## src/hw/hbdh_regs.svh

```systemverilog
`ifndef HBDH_REGS_SVH
`define HBDH_REGS_SVH
// descriptor layout, byte offsets within a message descriptor
`define HBDH_OFS_BD        32'h0000_0000
`define HBDH_OFS_DATA      32'h0000_0004
`define HBDH_OFS_NEXT      32'h0000_0008
// buffer descriptor bit positions
`define HBDH_OWNER_BIT     31
`define HBDH_NP_BIT        30
`define HBDH_EOM_BIT       29
`define HBDH_BUFFER_END_IRQ_ENABLE_BIT      28
`define HBDH_IC_HI         26
`define HBDH_IC_LO         25
`define HBDH_PAD_FILL_ENABLE_BIT     24
`define HBDH_PAD_COUNT_HI     23
`define HBDH_PAD_COUNT_LO     16
`define HBDH_REPEAT_BIT    15
`define HBDH_ERR_HI        19
`define HBDH_ERR_LO        16
`define HBDH_LEN_HI        13
`define HBDH_LEN_LO        0
// idle fill octets
`define HBDH_FLAG_OCTET    8'h7E
`define HBDH_ONES_OCTET    8'hFF
`define HBDH_ZERO_OCTET    8'h00
// receive error codes
`define HBDH_ERR_NONE      4'h0
`define HBDH_ERR_OVFL      4'h1
`define HBDH_ERR_ALIGNCHG  4'h2
`define HBDH_ERR_OOF       4'h8
`define HBDH_ERR_CHECK     4'h9
`define HBDH_ERR_OCTET     4'hA
`define HBDH_ERR_ABORT     4'hB
`define HBDH_ERR_LONG      4'hC
// polling interval
`define HBDH_POLL_NS       1000
`define HBDH_CLK_NS        10
`define HBDH_POLL_CYC      (`HBDH_POLL_NS / `HBDH_CLK_NS)
`endif
```

## src/hw/hbdh_pkg.sv

```systemverilog
package hbdh_pkg;
   typedef struct packed {
      logic        req;
      logic        wr;
      logic [31:0] addr;
      logic [31:0] wdata;
   } hbdh_mem_req_s;

   typedef struct packed {
      logic        done;
      logic [31:0] rdata;
   } hbdh_mem_rsp_s;

   typedef struct packed {
      logic [7:0] octet;
      logic       last;
   } hbdh_octet_s;

   typedef struct packed {
      logic       end_of_message_flag;
      logic       overflow_error;
      logic       frame_alignment_change;
      logic       out_of_frame_error;
      logic       crc_bad;
      logic       octet_misalign;
      logic       abort_termination;
      logic       long_message_error;
   } hbdh_rx_end_s;

   typedef enum logic [3:0] {
      HBDH_IDLE, HBDH_RD_BD, HBDH_POLL_WAIT, HBDH_RD_DATA, HBDH_RD_NEXT,
      HBDH_XFER, HBDH_TX_GAP, HBDH_WR_STAT, HBDH_RD_NEXT_BD, HBDH_WR_MSG, HBDH_HALT
   } hbdh_state_e;
endpackage

```

## src/hw/hbdh_channel.sv

```systemverilog
`timescale 1ns/1ns
`include "hbdh_regs.svh"
// Operation
// - idle code select 1 sends FFh, 2 sends 00h; 3 is reserved
// - idle code select 0 sends flag 7Eh as idle fill
// - pad fill off: one shared flag closes and opens messages
// - pad fill on: at least pad count idle codes between flags
// - repeat bit 15 set with end-of-message bit 29 set: transmit the message again
// - transmit buffer length field is octet count to send
// - transmit owner 1 is device; poll host-owned descriptor when enabled
// - receive owner 0 is device; poll until host writes 0
// - no_poll set and host-owned: wait for channel activate request
// - end-of-buffer interrupt only when its enable bit is set
// - receive buffer length is capacity; host keeps it at most 8 k
// - status word overwrites first descriptor word when configured
// - transmit ownership sense is inverse of receive sense
// - transmit status owner 0, end-of-message copied to bit 29
// - transmit status length is octets actually sent
// - receive status owner 1 when buffer processing finishes
// - receive end-of-message set on closing flag or error end
// - error codes 0 none, 1 overflow, 2 alignment change, 8 out-of-frame
// - code 9 check mismatch, code 10 octet misalign, 10 wins
// - code 11 reported on abort termination
// - long message: code 12, stop transfer, resume flag search
// - next pointer bits 31:2 with 00b form the address
// - data pointer is an unaligned byte address
// - writeback on: status, next pointer, next descriptor, message pointer
// - writeback inhibited: message pointer is next, then store its next
// - descriptor is three dwords at 00h, 04h, 08h
module hbdh_channel #(
   parameter int POLL_CYC = `HBDH_POLL_CYC
) (
   input  wire logic                  clk,
   input  wire logic                  rst_n,
   input  wire logic                  is_tx,
   input  wire logic                  enable,
   input  wire logic                  channel_activate,
   input  wire logic                  transparent_mode,
   input  wire logic                  status_writeback_inhibit,
   input  wire logic [31:0]           head_pointer,
   input  wire logic [31:0]           message_pointer_addr,
   output hbdh_pkg::hbdh_mem_req_s    mem_req,
   input  wire hbdh_pkg::hbdh_mem_rsp_s mem_rsp,
   input  wire hbdh_pkg::hbdh_octet_s rx_in,
   input  wire logic                  rx_in_valid,
   output logic                       rx_in_ready,
   input  wire hbdh_pkg::hbdh_rx_end_s rx_end,
   output hbdh_pkg::hbdh_octet_s      tx_out,
   output logic                       tx_out_valid,
   input  wire logic                  tx_out_ready,
   output logic                       buffer_end_irq,
   output logic                       message_end_irq,
   output logic                       channel_idle,
   output logic                       channel_deactivated
);
   import hbdh_pkg::*;

   typedef struct packed {
      hbdh_state_e   st;
      hbdh_mem_req_s req;
      logic [31:0]   cur;
      logic [31:0]   bd;
      logic [31:0]   dptr;
      logic [31:0]   nxt;
      logic [13:0]   cnt;
      logic [7:0]    gap;
      logic          gap_flag;
      logic [31:0]   poll;
      logic          ended;
      logic [3:0]    err;
      hbdh_octet_s   b0;
      hbdh_octet_s   b1;
      logic [1:0]    fill;
      logic          rdy;
      logic          eob_irq;
      logic          eom_irq;
      logic          idle;
      logic          deact;
      logic          vld;
   } hbdh_st_s;

   hbdh_st_s s_reg;
   hbdh_st_s s_next;

   logic host_owned;
   logic [7:0] idle_octet;
   logic [3:0] err_code;
   logic emit;
   hbdh_octet_s emit_word;

   always_comb begin
      host_owned = is_tx ? ~s_reg.bd[`HBDH_OWNER_BIT]
                         : s_reg.bd[`HBDH_OWNER_BIT];
      case (s_reg.bd[`HBDH_IC_HI:`HBDH_IC_LO])
         2'h1:    idle_octet = `HBDH_ONES_OCTET;
         2'h2:    idle_octet = `HBDH_ZERO_OCTET;
         default: idle_octet = `HBDH_FLAG_OCTET;
      endcase
      // fixed priority among simultaneous terminations
      if (rx_end.long_message_error)          err_code = `HBDH_ERR_LONG;
      else if (rx_end.abort_termination)      err_code = `HBDH_ERR_ABORT;
      else if (rx_end.octet_misalign)         err_code = `HBDH_ERR_OCTET;
      else if (rx_end.crc_bad)                err_code = `HBDH_ERR_CHECK;
      else if (rx_end.out_of_frame_error)     err_code = `HBDH_ERR_OOF;
      else if (rx_end.frame_alignment_change) err_code = `HBDH_ERR_ALIGNCHG;
      else if (rx_end.overflow_error)         err_code = `HBDH_ERR_OVFL;
      else                                    err_code = `HBDH_ERR_NONE;
   end

   always_comb begin
      s_next = s_reg;
      s_next.eob_irq = 1'b0;
      s_next.eom_irq = 1'b0;
      emit = 1'b0;
      emit_word = '0;
      // two-entry output buffer drains toward the serial side
      if (s_reg.fill != 2'h0 && tx_out_ready) begin
         s_next.b0 = s_reg.b1;
         s_next.fill = s_reg.fill - 2'h1;
      end
      if (s_reg.req.req && mem_rsp.done) begin
         s_next.req.req = 1'b0;
      end
      case (s_reg.st)
         HBDH_IDLE: begin
            s_next.idle = 1'b1;
            if (enable && channel_activate) begin
               s_next.cur = {head_pointer[31:2], 2'b00};
               s_next.deact = 1'b0;
               s_next.req = '{1'b1, 1'b0, {head_pointer[31:2], 2'b00} + `HBDH_OFS_BD, 32'h0};
               s_next.st = HBDH_RD_BD;
               s_next.idle = 1'b0;
            end
         end
         HBDH_RD_BD: begin
            if (s_reg.req.req && mem_rsp.done) begin
               s_next.bd = mem_rsp.rdata;
               s_next.st = HBDH_RD_DATA;
               s_next.req = '{1'b1, 1'b0, s_reg.cur + `HBDH_OFS_DATA, 32'h0};
               if (is_tx ? ~mem_rsp.rdata[`HBDH_OWNER_BIT] : mem_rsp.rdata[`HBDH_OWNER_BIT]) begin
                  s_next.req.req = 1'b0;
                  s_next.idle = 1'b1;
                  if (!is_tx && transparent_mode) begin
                     s_next.deact = 1'b1;
                     s_next.st = HBDH_IDLE;
                  end else if (mem_rsp.rdata[`HBDH_NP_BIT]) begin
                     s_next.st = HBDH_HALT;
                  end else begin
                     s_next.poll = 32'h0;
                     s_next.st = HBDH_POLL_WAIT;
                  end
               end
            end
         end
         HBDH_POLL_WAIT: begin
            // a message pointer write may still be in flight; it must land first
            if (!s_reg.req.req) begin
               s_next.poll = s_reg.poll + 32'h1;
               if (s_reg.poll >= 32'(POLL_CYC - 1)) begin
                  s_next.idle = 1'b0;
                  s_next.req = '{1'b1, 1'b0, s_reg.cur + `HBDH_OFS_BD, 32'h0};
                  s_next.st = HBDH_RD_BD;
               end
            end
         end
         HBDH_HALT: begin
            if (channel_activate) begin
               s_next.idle = 1'b0;
               s_next.req = '{1'b1, 1'b0, s_reg.cur + `HBDH_OFS_BD, 32'h0};
               s_next.st = HBDH_RD_BD;
            end
         end
         HBDH_RD_DATA: begin
            if (s_reg.req.req && mem_rsp.done) begin
               s_next.dptr = mem_rsp.rdata;
               s_next.req = '{1'b1, 1'b0, s_reg.cur + `HBDH_OFS_NEXT, 32'h0};
               s_next.st = HBDH_RD_NEXT;
            end
         end
         HBDH_RD_NEXT: begin
            if (s_reg.req.req && mem_rsp.done) begin
               s_next.nxt = {mem_rsp.rdata[31:2], 2'b00};
               s_next.cnt = 14'h0;
               s_next.ended = 1'b0;
               s_next.err = `HBDH_ERR_NONE;
               s_next.st = HBDH_XFER;
               if (is_tx) begin
                  s_next.req = '{1'b1, 1'b0, s_reg.dptr, 32'h0};
               end
            end
         end
         HBDH_XFER: begin
            if (is_tx) begin
               // byte fetch from unaligned address, lane picked by low bits
               if (s_reg.cnt == s_reg.bd[`HBDH_LEN_HI:`HBDH_LEN_LO]) begin
                  s_next.req.req = 1'b0;
                  s_next.ended = s_reg.bd[`HBDH_EOM_BIT];
                  s_next.gap = 8'h0;
                  s_next.gap_flag = 1'b0;
                  s_next.st = s_reg.bd[`HBDH_EOM_BIT] ? HBDH_TX_GAP : HBDH_WR_STAT;
               end else if (s_reg.req.req && mem_rsp.done && s_reg.fill != 2'h2) begin
                  emit = 1'b1;
                  emit_word.octet = mem_rsp.rdata[8*s_reg.req.addr[1:0] +: 8];
                  emit_word.last = (s_reg.cnt + 14'h1 == s_reg.bd[`HBDH_LEN_HI:`HBDH_LEN_LO])
                                   && s_reg.bd[`HBDH_EOM_BIT];
                  s_next.cnt = s_reg.cnt + 14'h1;
                  s_next.req = '{1'b1, 1'b0, s_reg.dptr + {18'h0, s_reg.cnt} + 32'h1, 32'h0};
                  if (s_reg.cnt + 14'h1 == s_reg.bd[`HBDH_LEN_HI:`HBDH_LEN_LO])
                     s_next.req.req = 1'b0;
               end else if (s_reg.req.req && mem_rsp.done) begin
                  // both slots taken: drop this answer and fetch the same byte again
                  s_next.req.req = 1'b1;
               end
            end else begin
               s_next.rdy = (s_reg.cnt != s_reg.bd[`HBDH_LEN_HI:`HBDH_LEN_LO]) && !s_reg.req.req;
               if (s_reg.rdy && rx_in_valid) begin
                  s_next.rdy = 1'b0;
                  s_next.req = '{1'b1, 1'b1, s_reg.dptr + {18'h0, s_reg.cnt}, {24'h0, rx_in.octet}};
                  s_next.cnt = s_reg.cnt + 14'h1;
               end
               if (rx_end.end_of_message_flag) begin
                  s_next.rdy = 1'b0;
                  s_next.ended = 1'b1;
                  s_next.err = err_code;
                  s_next.st = HBDH_WR_STAT;
               end else if (s_reg.cnt == s_reg.bd[`HBDH_LEN_HI:`HBDH_LEN_LO] && !s_reg.req.req) begin
                  s_next.rdy = 1'b0;
                  s_next.st = HBDH_WR_STAT;
               end
            end
         end
         HBDH_TX_GAP: begin
            if (s_reg.fill != 2'h2) begin
               emit = 1'b1;
               if (!s_reg.bd[`HBDH_PAD_FILL_ENABLE_BIT] || s_reg.gap_flag) begin
                  emit_word.octet = `HBDH_FLAG_OCTET;
                  s_next.st = HBDH_WR_STAT;
               end else if (s_reg.gap == 8'h0) begin
                  emit_word.octet = `HBDH_FLAG_OCTET;
                  s_next.gap = 8'h1;
                  s_next.gap_flag = (s_reg.bd[`HBDH_PAD_COUNT_HI:`HBDH_PAD_COUNT_LO] == 8'h0);
               end else begin
                  emit_word.octet = idle_octet;
                  s_next.gap = s_reg.gap + 8'h1;
                  s_next.gap_flag = (s_reg.gap >= s_reg.bd[`HBDH_PAD_COUNT_HI:`HBDH_PAD_COUNT_LO]);
               end
            end
         end
         HBDH_WR_STAT: begin
            if (!s_reg.req.req) begin
               s_next.eob_irq = s_reg.bd[`HBDH_BUFFER_END_IRQ_ENABLE_BIT];
               s_next.eom_irq = s_reg.ended;
               if (is_tx && s_reg.bd[`HBDH_REPEAT_BIT] && s_reg.bd[`HBDH_EOM_BIT]) begin
                  s_next.cnt = 14'h0;
                  s_next.req = '{1'b1, 1'b0, s_reg.dptr, 32'h0};
                  s_next.st = HBDH_XFER;
               end else if (!status_writeback_inhibit) begin
                  s_next.req = '{1'b1, 1'b1, s_reg.cur + `HBDH_OFS_BD,
                     is_tx ? {2'b00, s_reg.ended, 15'h0, s_reg.cnt}
                           : {2'b10, s_reg.ended, 9'h0, s_reg.err, 2'b00, s_reg.cnt}};
                  s_next.st = HBDH_RD_NEXT_BD;
               end else begin
                  s_next.req = '{1'b1, 1'b0, s_reg.nxt + `HBDH_OFS_BD, 32'h0};
                  s_next.cur = s_reg.nxt;
                  s_next.st = HBDH_WR_MSG;
               end
            end
         end
         HBDH_RD_NEXT_BD: begin
            if (!s_reg.req.req) begin
               s_next.cur = s_reg.nxt;
               s_next.req = '{1'b1, 1'b0, s_reg.nxt + `HBDH_OFS_BD, 32'h0};
               s_next.st = HBDH_WR_MSG;
            end
         end
         HBDH_WR_MSG: begin
            if (s_reg.req.req && mem_rsp.done) begin
               s_next.bd = mem_rsp.rdata;
               s_next.req = '{1'b1, 1'b1, message_pointer_addr, s_reg.cur};
               s_next.st = HBDH_POLL_WAIT;
               s_next.poll = 32'(POLL_CYC);
            end
         end
         default: s_next.st = HBDH_IDLE;
      endcase
      if (emit) begin
         if (s_next.fill == 2'h0 || (s_next.fill == 2'h1 && s_reg.fill == 2'h2)) begin
            if (s_next.fill == 2'h0) s_next.b0 = emit_word;
            else s_next.b1 = emit_word;
         end else begin
            s_next.b1 = emit_word;
         end
         s_next.fill = s_next.fill + 2'h1;
      end
      if (!enable) begin
         s_next.st = HBDH_IDLE;
         s_next.req.req = 1'b0;
         s_next.rdy = 1'b0;
         s_next.fill = 2'h0;
      end
      s_next.vld = (s_next.fill != 2'h0);
   end

   always_ff @(posedge clk or negedge rst_n) begin
      if (!rst_n) begin
         s_reg <= '{st: HBDH_IDLE, default: '0};
      end else begin
         s_reg <= s_next;
      end
   end

   assign mem_req         = s_reg.req;
   assign rx_in_ready     = s_reg.rdy;
   assign tx_out          = s_reg.b0;
   assign tx_out_valid    = s_reg.vld;
   assign buffer_end_irq  = s_reg.eob_irq;
   assign message_end_irq = s_reg.eom_irq;
   assign channel_idle    = s_reg.idle;
   assign channel_deactivated = s_reg.deact;
endmodule

```

## config.mk

```make
export PLATFORM = sky130hd
export DESIGN_NAME = hbdh_channel
export DESIGN_NICKNAME = d
export VERILOG_FILES = /design/src/hw/hbdh_pkg.sv /design/src/hw/hbdh_channel.sv
export VERILOG_INCLUDE_DIRS = /design/src /design/src/hw
export SDC_FILE = /design/constraint.sdc
export NUM_CORES = 1
export LEC_CHECK = 0
export ABC_AREA = 1
export BUFFER_PORTS_ARGS = -buffer_cell sky130_fd_sc_hd__buf_2
export CORE_MARGIN = 10
export CORE_UTILIZATION = 50
export DETAILED_ROUTE_END_ITERATION = 7
export PLACE_DENSITY = 0.72
export SLEW_MARGIN = 25
export SYNTH_ARGS = -nofsm -noshare
export SYNTH_HDL_FRONTEND = slang
export SYNTH_SLANG_ARGS = --single-unit
```

## constraint.sdc

```tcl
create_clock -name clk -period 2.5 [get_ports clk]
set_input_delay 0.125 -clock clk [delete_from_list [all_inputs] [get_ports clk]]
set_output_delay 0.125 -clock clk [all_outputs]
set_load 0.02 [all_outputs]
```

Word-level counts from Yosys, hierarchy flattened
Index checks and enable logic that the tools add are counted.
{"block": "word_totals", "elab_cells": 261, "out_inout_bits": 81, "inputBits": 123, "register_bits": 280}
{"block": "classes", "addsub": 9, "eq_ne": 64, "n_shift": 1, "order_cmp": 2, "bitwise": 1, "mux": 111, "n_reduce_logical": 47}
{"operator": "$pmux 66 s10", "n": 1}
{"operator": "$mux 70", "n": 9}
{"operator": "$mux 102", "n": 3}
{"operator": "$mux 32", "n": 9}
{"operator": "$pmux 32 s3", "n": 2}
{"operator": "$mux 66", "n": 2}
{"operator": "$mux 65", "n": 2}
{"operator": "$mux 9", "n": 13}
{"operator": "$mux 14", "n": 7}
{"operator": "$mux 67", "n": 1}
{"operator": "$add 32x1->32 const B", "n": 2}
{"operator": "$ne 2x2->1 const B", "n": 27}
{"operator": "$mux 4", "n": 13}
{"operator": "$ne 3x3->1 const B", "n": 17}
{"operator": "$pmux 4 s11", "n": 1}
{"operator": "$pmux 14 s3", "n": 1}
{"operator": "$add 32x14->32", "n": 1}
{"operator": "$add 32x3->32 const B", "n": 1}
{"operator": "$add 32x4->32 const B", "n": 1}
{"operator": "$ge 32x7->1 const B", "n": 1}
{"operator": "$pmux 8 s2", "n": 2}
{"operator": "$shiftx 32x6->8", "n": 1}
{"operator": "$eq 14x14->1", "n": 2}
{"operator": "$mux 1", "n": 24}
{"operator": "other kinds (43)", "n": 92}

Logic depth before layout (Yosys ltp)
Gate-level depths: netlist of the first run.
{"block": "depth", "depth_word": 12, "depth_mapped": 20, "depth_no_buf": 20}

Worst setup path before layout of the first run
No wires, ideal clock.
{"block": "synth_path", "kind": "register to register", "from": "register s_reg[72] in the netlist's numbering", "to": "register s_reg (netlist bit mem_req[56])", "t_arrival_ps": 2568, "period_less_slack_ps": 2684, "t_required_ps": 2385, "path_slack_ps": -184, "path_buffers": 0, "stages_incl_launch_ff": 19, "setup_time_ps": 115, "cell_sequence": "dfrtp_1 ha_1 fa_1 nand3_1 nand3_2 nand2_1 nand2_2 nand2_1 nand2_1 nand2_1 nand2_1 nor2_1 nand2_1 nor2_1 nand3_1 nand3_1 nand2_1 nor2_1 nor2_1"}
{"block": "synth_via", "elab_chain_cells": 6, "word_cells_on_any_way": 10, "classes_between": "2 x add/sub; 2 x eq/ne; 5 x mux; 1 x reduce/logical"}
{"element": "start: declaration", "line_no": "hbdh_channel.sv:82", "text": "hbdh_st_s s_reg;"}
{"element": "start signal: assignment", "line_no": "hbdh_channel.sv:308", "text": "s_reg <= s_next;"}
{"element": "$add 32x14->32", "line_no": "hbdh_channel.sv:207, hbdh_channel.sv:218"}
{"element": "$add 32x1->32", "line_no": "hbdh_channel.sv:207", "text": "s_next.req = '{1'b1, 1'b0, s_reg.dptr + {18'h0, s_reg.cnt} + 32'h1, 32'h0};"}
{"element": "$mux 65", "line_no": "hbdh_channel.sv:201", "text": "end else if (s_reg.req.req && mem_rsp.done && s_reg.fill != 2'h2) begin"}
{"element": "$mux 65", "line_no": "hbdh_channel.sv:195", "text": "if (s_reg.cnt == s_reg.bd[`HBDH_LEN_HI:`HBDH_LEN_LO]) begin"}
{"element": "$mux 70", "line_no": "hbdh_channel.sv:193", "text": "if (is_tx) begin"}
{"element": "$pmux 66 s10", "line_no": "hbdh_channel.sv:124", "text": "case (s_reg.st)"}
Several ways; a longest one is shown, not always the timed one. The select of a mux whose other input is x is not followed.
A chain may end at the register's enable or synchronous reset.

Final worst setup path of the first run
{"block": "layout_path", "from": "register s_reg[72] in the netlist's numbering", "to": "register s_reg (netlist bit mem_req[63])"}
Same word-level chain as after synthesis.

==> results.toml, run 1 <==
[drt]
avgRoutedWirePerCell_um = 24.4
firstDrtPassIters = 8
initialDrtViolationCount = 3564
via_count = 25800
drc = 1
ant_nets = 0
routed_wl_um = 103000
viasPerCell = 6.10

[clocking]
clockRootBuffer = "clkbuf_16"
cts_tree = "yes"
clock_sinks = 276
cts_buffers = 34
cts.htree.levels = 2
clkTransAtPathRegs_ns = 0.06
clock_path_buffers = 3
clock_latency_ns = 0.58

[floorplan]
num_rows = 73
core_um2 = 39900
dieArea_um2 = 49000
die_w_um = 221
die_y_um = 221
initial_utilization_pct = 50.8
ios = 204

[power]
power_frac_comb_pct = 24.5
p_int_mw = 9.20
power_density_nw_per_um2 = 492
switching_share_pct = 34.0
leakage_nw = 14.0
sequentialPowerShare_pct = 37.6
p_total_mw = 13.9
switchingPower_mw = 4.73
vdd_drop_max_v = 0.000622
clock_power_share_pct = 38.0

[placed_design]
pre_cts_ws_ns = -0.460
place_congestion = 1.11
io_buffers = 200
dpl.hpwl_um = 77300
dp_cells = 4035

[synthesis]
dominantRegCellSynth = "dfrtp_1"
ys_seq_area_share_pct = 34.0
syn_inst = 3036
synth-seq-cells = 276
ys_types = 64
syn-cell-area_um2 = 20300
synth_edf_count = 0
synth-async-reset-ratio_pct = 100
syn_nets = 3193
syn_avg_cell_area_um2 = 6.68
yosysWarnings = 0

[timing]
rsz0062_at_grt = "true"
hold_viol_final = 0
max_clock_freq_ghz = 0.338
layout_min_cycle_time_ns = 2.96
setup-violations-final = 57
slew_headroom_pct = 46.4
slew_violations = 0
fin_ws_ns = -0.455
finalClockSkew_ns = 0.0209
period_share_pct = 118
worst_pin_slew_ns = 0.796

[grt]
grt_pass1_wl_um = 148000
grt_usage_pct = 39.0
grt_overflow = 0
antenna_found_initial = 1
grt_pass1_vias = 24200
grt_max_degree = 75

[worst_hold_path]
hold_depth = 5
holdPathEnd = "s_reg[194]"
min_from = "head_pointer[12]"
hold_class = "in2reg"

[layout]
drive_above_1_share_pct = 29.1
final_nets = 3831
largest_reg_flops = 195
fill_cells = 3152
stdcell_count = 4226
syn_to_final_growth_pct = 39.6
fin_util_pct = 71.0

[worst_setup_path]
crit_path_end_kind = "register"
worstRegToRegCells = 17
crit_path_frequent_cell = "nand3_2"
path_buf_inv = 2
crit_chain = "ha_4, fa_2, nand3_2, nor2_4, nand3_2, nor2_2, nand2_2, nor2_4, nand3_4, buf_12, nor2_4, nand3_2, nor2_4, nand3_2, nand3_2, nand2_1, inv_1"
cp.required_ns = 3.01
cpMaxStageDelayCell = "fa_2"
cp.arrival_ns = 3.46
critPathKind = "reg2reg"
crit_fanout = 5
startpoint_type = "register"
reg2reg_slack_ns = -0.46
rr_startpoint = "s_reg[72]"
critPathTopFamily = "simple AND/OR/NAND/NOR gates"
cpPeakStageDelay_ns = 0.60
timing.rr.end = "mem_req[63]"

[flow_run]
cap_violations = 0

[outcome]
status = "finished with violations"
violations = "DRC, setup timing"
-- worst min-delay path: stages --
cell and delay [ns]:
buf_2 0.13, nand3_1 0.09, o21ai_0 0.08, nand2_1 0.06, o21ai_0 0.06
-- placed cells by master, fill, tap and decap left out, drive strengths merged, types with 3 or more instances in the layout --
| cell | count |
|---|---|
| clkbuf | 48 |
| o211ai | 37 |
| o21ai | 258 |
| mux2 | 10 |
| nand2 | 786 |
| nand4 | 70 |
| nor2 | 310 |
| nor3 | 65 |
| buf | 705 |
| a2bb2oi | 6 |
| a22oi | 14 |
| inv | 388 |
| xnor2 | 9 |
| a32oi | 9 |
| or2 | 20 |
| nand3b | 3 |
| o2111ai | 15 |
| a2111oi | 4 |
| o21a | 15 |
| a221oi | 5 |
| ha | 33 |
| a21oi | 119 |
| mux2i | 10 |
| a31oi | 33 |
| nand3 | 255 |
| xor2 | 22 |
| o221ai | 7 |
| dlygate4sd3 | 72 |
| and2 | 3 |
| dfrtp | 276 |
| o31ai | 3 |
| clkinv | 13 |
| o22ai | 27 |
| nor4 | 19 |
| bufinv | 3 |
| a211oi | 7 |
| nor3b | 6 |
-- synthesized netlist by cell type, types with 17 or more instances --
cell | n | area (um2)
nand2_1 | 773 | 2900
inv_1 | 370 | 1390
nor2_1 | 296 | 1110
dfrtp_1 | 276 | 6910
nand3_1 | 252 | 1260
o21ai_0 | 249 | 1250
a21oi_1 | 119 | 596
buf_4 | 78 | 586
nand4_1 | 70 | 438
clkbuf_1 | 65 | 244
nor3_1 | 62 | 310
o211ai_1 | 37 | 278
a31oi_1 | 33 | 206
ha_1 | 33 | 413
buf_2 | 27 | 135
o22ai_1 | 27 | 169
xor2_1 | 22 | 193
or2_2 | 19 | 119
inv_2 | 18 | 67.6
nor4_1 | 17 | 106
-- stage by stage --
| step | TNS [ns] | hold slack (ns) | area [um2] |
|---|---|---|---|
| after floorplan | 0 | -0.171 | 20400 |
| after global placement | -6.63 | 0.0460 | 24600 |
| after detailed placement | -10.55 | 0.0509 | 24600 |
| after CTS | -3.76 | 0.00293 | 27200 |
| after global routing | -15.29 | 0.00731 | 28300 |
| final | -10.68 | 0.0113 | 28300 |
-- cell type report --
class	count	area [um2]	share of cell area (%)
flip-flops and latches	276	6910	24.4
diodes	1	2.50	0.00883
multi-input cells	2193	12200	43.2
clock inverters	16	181	0.640
clock buffers	46	966	3.41
repair buffers	779	5890	20.8
inverters	390	1480	5.24
well taps	525	657	2.32
-- kinds of logic after synthesis --
family                   after synthesis  share of synthesized area [%]
flip-flops                           276                           34.0
adder cells (fa/ha/maj)               34                           2.13
multiplexers                          20                           1.05
buffers and inverters                568                           12.2
AO/OA/AOI/OAI                        569                           16.4
XOR/XNOR                              31                           1.34
AND/OR/NAND/NOR                     1538                           32.8
-- how the worst max path moves through the flow --
stage,start,depth (start not counted),to
finish,s_reg[72],17,mem_req[63]
global route,s_reg[72],17,mem_req[63]
detailed placement,s_reg[80],15,mem_req[61]
CTS,s_reg[72],17,mem_req[63]
floorplan,s_reg[72],15,mem_req[51]
global placement,s_reg[80],18,mem_req[61]
-- layer usage --
metal	GRT usage, %	wire length [um]
met5	0	0
met1	48.7	38200
met3	8.69	11800
met4	26.1	9010
met2	59.6	44100
-- repair_timing --
action / 4_1_cts / 5_1_grt
setup buffers: 21 / 40
gates resized for setup: 141 / 221
pin swaps: 47 / 90
setup endpoints to repair: 70 / 114
cloned: 0 / 3
hold buffers: 72 / 0
hold endpoints to repair: 385 / 0
-- power groups by stage --
stage               registers, mW  logic, mW  clock network [mW]
global route                 5.27       3.60                5.46
finish                       5.24       3.41                5.29
detailed placement           5.28       3.01                   0
CTS                          5.21       3.14                5.25
floorplan                    5.19       1.76                   0
global placement             5.26       2.95                   0
Power figures use the tool's default switching activity.
==> inputs of run 2 (changes only) <==
- CORE_MARGIN: 10 -> 5
- MAX_ROUTING_LAYER: not set -> met4
==> results.toml, run 2 (synthesis gave the netlist of run 1 again) <==
[worst_setup_path]
cp.arrival_ns = 3.33
crit_path_end_kind = "register"
cpPeakStageDelay_ns = 0.42
crit_chain = "buf_6, nor2_4, inv_2, nor2_4, o21ai_2, nor2_2, nand2_2, buf_6, nor4_4, nand2_2, nor2_4, nand3_2, a21oi_2, o21a_1"
crit_fanout = 5
critPathKind = "reg2reg"
crit_path_frequent_cell = "nor2_4"
critPathTopFamily = "simple AND/OR/NAND/NOR gates"
reg2reg_slack_ns = -0.32
startpoint_type = "register"
cp.required_ns = 3.01
cpMaxStageDelayCell = "dfrtp_1"
path_buf_inv = 3

[floorplan]
core_um2 = 39900
die_w_um = 211
dieArea_um2 = 44700
num_rows = 73
ios = 204
initial_utilization_pct = 50.8
die_y_um = 211

[timing]
whs_ns = 0.0208
slew_headroom_pct = 44.6
max_clock_freq_ghz = 0.354
finalClockSkew_ns = 0.0221
hold_viol_final = 0
setup-violations-final = 71
fin_ws_ns = -0.322
slew_violations = 0
period_share_pct = 113
rsz0062_at_grt = "true"
worst_pin_slew_ns = 0.823
layout_min_cycle_time_ns = 2.82

[drt]
viasPerCell = 6.20
initialDrtViolationCount = 4071
drc = 3
avgRoutedWirePerCell_um = 24.9
routed_wl_um = 105000
via_count = 26300
firstDrtPassIters = 8
ant_nets = 0

[grt]
grt_pass1_vias = 24600
grt_usage_pct = 44.9
grt_max_degree = 80
grt_overflow = 0
antenna_found_initial = 5
grt_pass1_wl_um = 148000

[power]
leakage_nw = 14.2
p_total_mw = 14.3
p_int_mw = 9.47
clock_power_share_pct = 38.8
switchingPower_mw = 4.83
switching_share_pct = 33.8
power_density_nw_per_um2 = 498
sequentialPowerShare_pct = 36.8
vdd_drop_max_v = 0.000590
power_frac_comb_pct = 24.4

[layout]
syn_to_final_growth_pct = 41.4
final_cell_mix = "nand2_1 (704), buf_4 (459), inv_1 (356)"
final_common_cell = "nand2_1"
final_nets = 3839
drive_above_1_share_pct = 30.4
largest_reg_flops = 195
fill_cells = 3139

[clocking]
clkTransAtPathRegs_ns = 0.07
clock_latency_ns = 0.57
clock_sinks = 276
cts_tree = "yes"
cts_buffers = 34
cts.htree.levels = 2
clockRootBuffer = "clkbuf_16"
clock_path_buffers = 3

[flow_run]
cap_violations = 0

[outcome]
violations = "DRC, setup timing"
status = "finished with violations"

[placed_design]
place_congestion = 1.09
dpl.hpwl_um = 77200
io_buffers = 200

[worst_hold_path]
hold_class = "in2reg"
run 2: changes by cell type in the layout (fill, tap and decap cells not counted), moves of 9 or more:
cell / delta
nand2_1: -16
nand2_2: +10
buf_6: -9
nor2_2: +9
run 2: power groups by stage:
stage	Clock, mW	Sequential [mW]	Combinational [mW]
after floorplan	0	5.19	1.76
final	5.55	5.26	3.49
after CTS	5.51	5.23	3.22
after global placement	0	5.27	2.93
after global routing	5.73	5.28	3.67
after detailed placement	0	5.29	2.99
run 2: through the flow:
step	util (%)	TNS, ns	worst slack [ns]	cells	instance area, um2
floorplan	-	0	0.00246	3036	20400
global placement	62.0	-9.00	-0.440	4053	24700
detailed placement	62.0	-12.22	-0.467	4053	24700
CTS	69.1	-2.55	-0.172	4203	27600
global route	71.9	-14.43	-0.417	4238	28700
finish	71.9	-9.28	-0.322	4238	28700
run 2: cell type report:
cell class / count / area, um2 / share of cell area [%]
flip-flops and latches: 276 / 6920 / 24.1
diodes: 6 / 15.0 / 0.0523
repair buffers: 787 / 6060 / 21.1
well taps: 525 / 657 / 2.29
inverters: 390 / 1480 / 5.15
multi-input cells: 2193 / 12400 / 43.1
clock inverters: 21 / 285 / 0.994
clock buffers: 40 / 905 / 3.15
run 2: repair_timing:
| action | in CTS | in global routing |
|---|---|---|
| hold endpoints to repair | 182 | 0 |
| cloned | 1 | 5 |
| setup buffers | 18 | 27 |
| pin swaps | 43 | 82 |
| resized for setup | 179 | 221 |
| hold buffers | 71 | 0 |
| endpoints found under the setup margin | 98 | 129 |
run 2: final timing paths:
check,start,endpoint,cells past startpoint
hold reg to reg,mem_req[5],mem_req[5],2
setup reg to reg,s_reg[283],s_reg[61],14
max in group asynchronous,rst_n,s_reg[10],3
hold / removal,mem_rsp[4],s_reg[90],3
setup / recovery,s_reg[283],s_reg[61],14
min in group asynchronous,rst_n,mem_req[62],2
run 2: layer usage:
| layer | wire length [um] | GRT usage, % | share of wire [%] |
|---|---|---|---|
| met1 | 38100 | 56.6 | 36 |
| met2 | 45100 | 66.2 | 43 |
| met3 | 12700 | 8.95 | 12 |
| met4 | 9550 | 27.9 | 9.1 |
| met5 | 0 | - | 0 |
run 2: worst register-to-register path, delay by kind of cell (launching register included):
| kind | cells | cell delay, ns |
|---|---|---|
| simple gates | 8 | 1.59 |
| flops | 1 | 0.42 |
| buf+inv | 3 | 0.38 |
| compound gates | 3 | 0.36 |
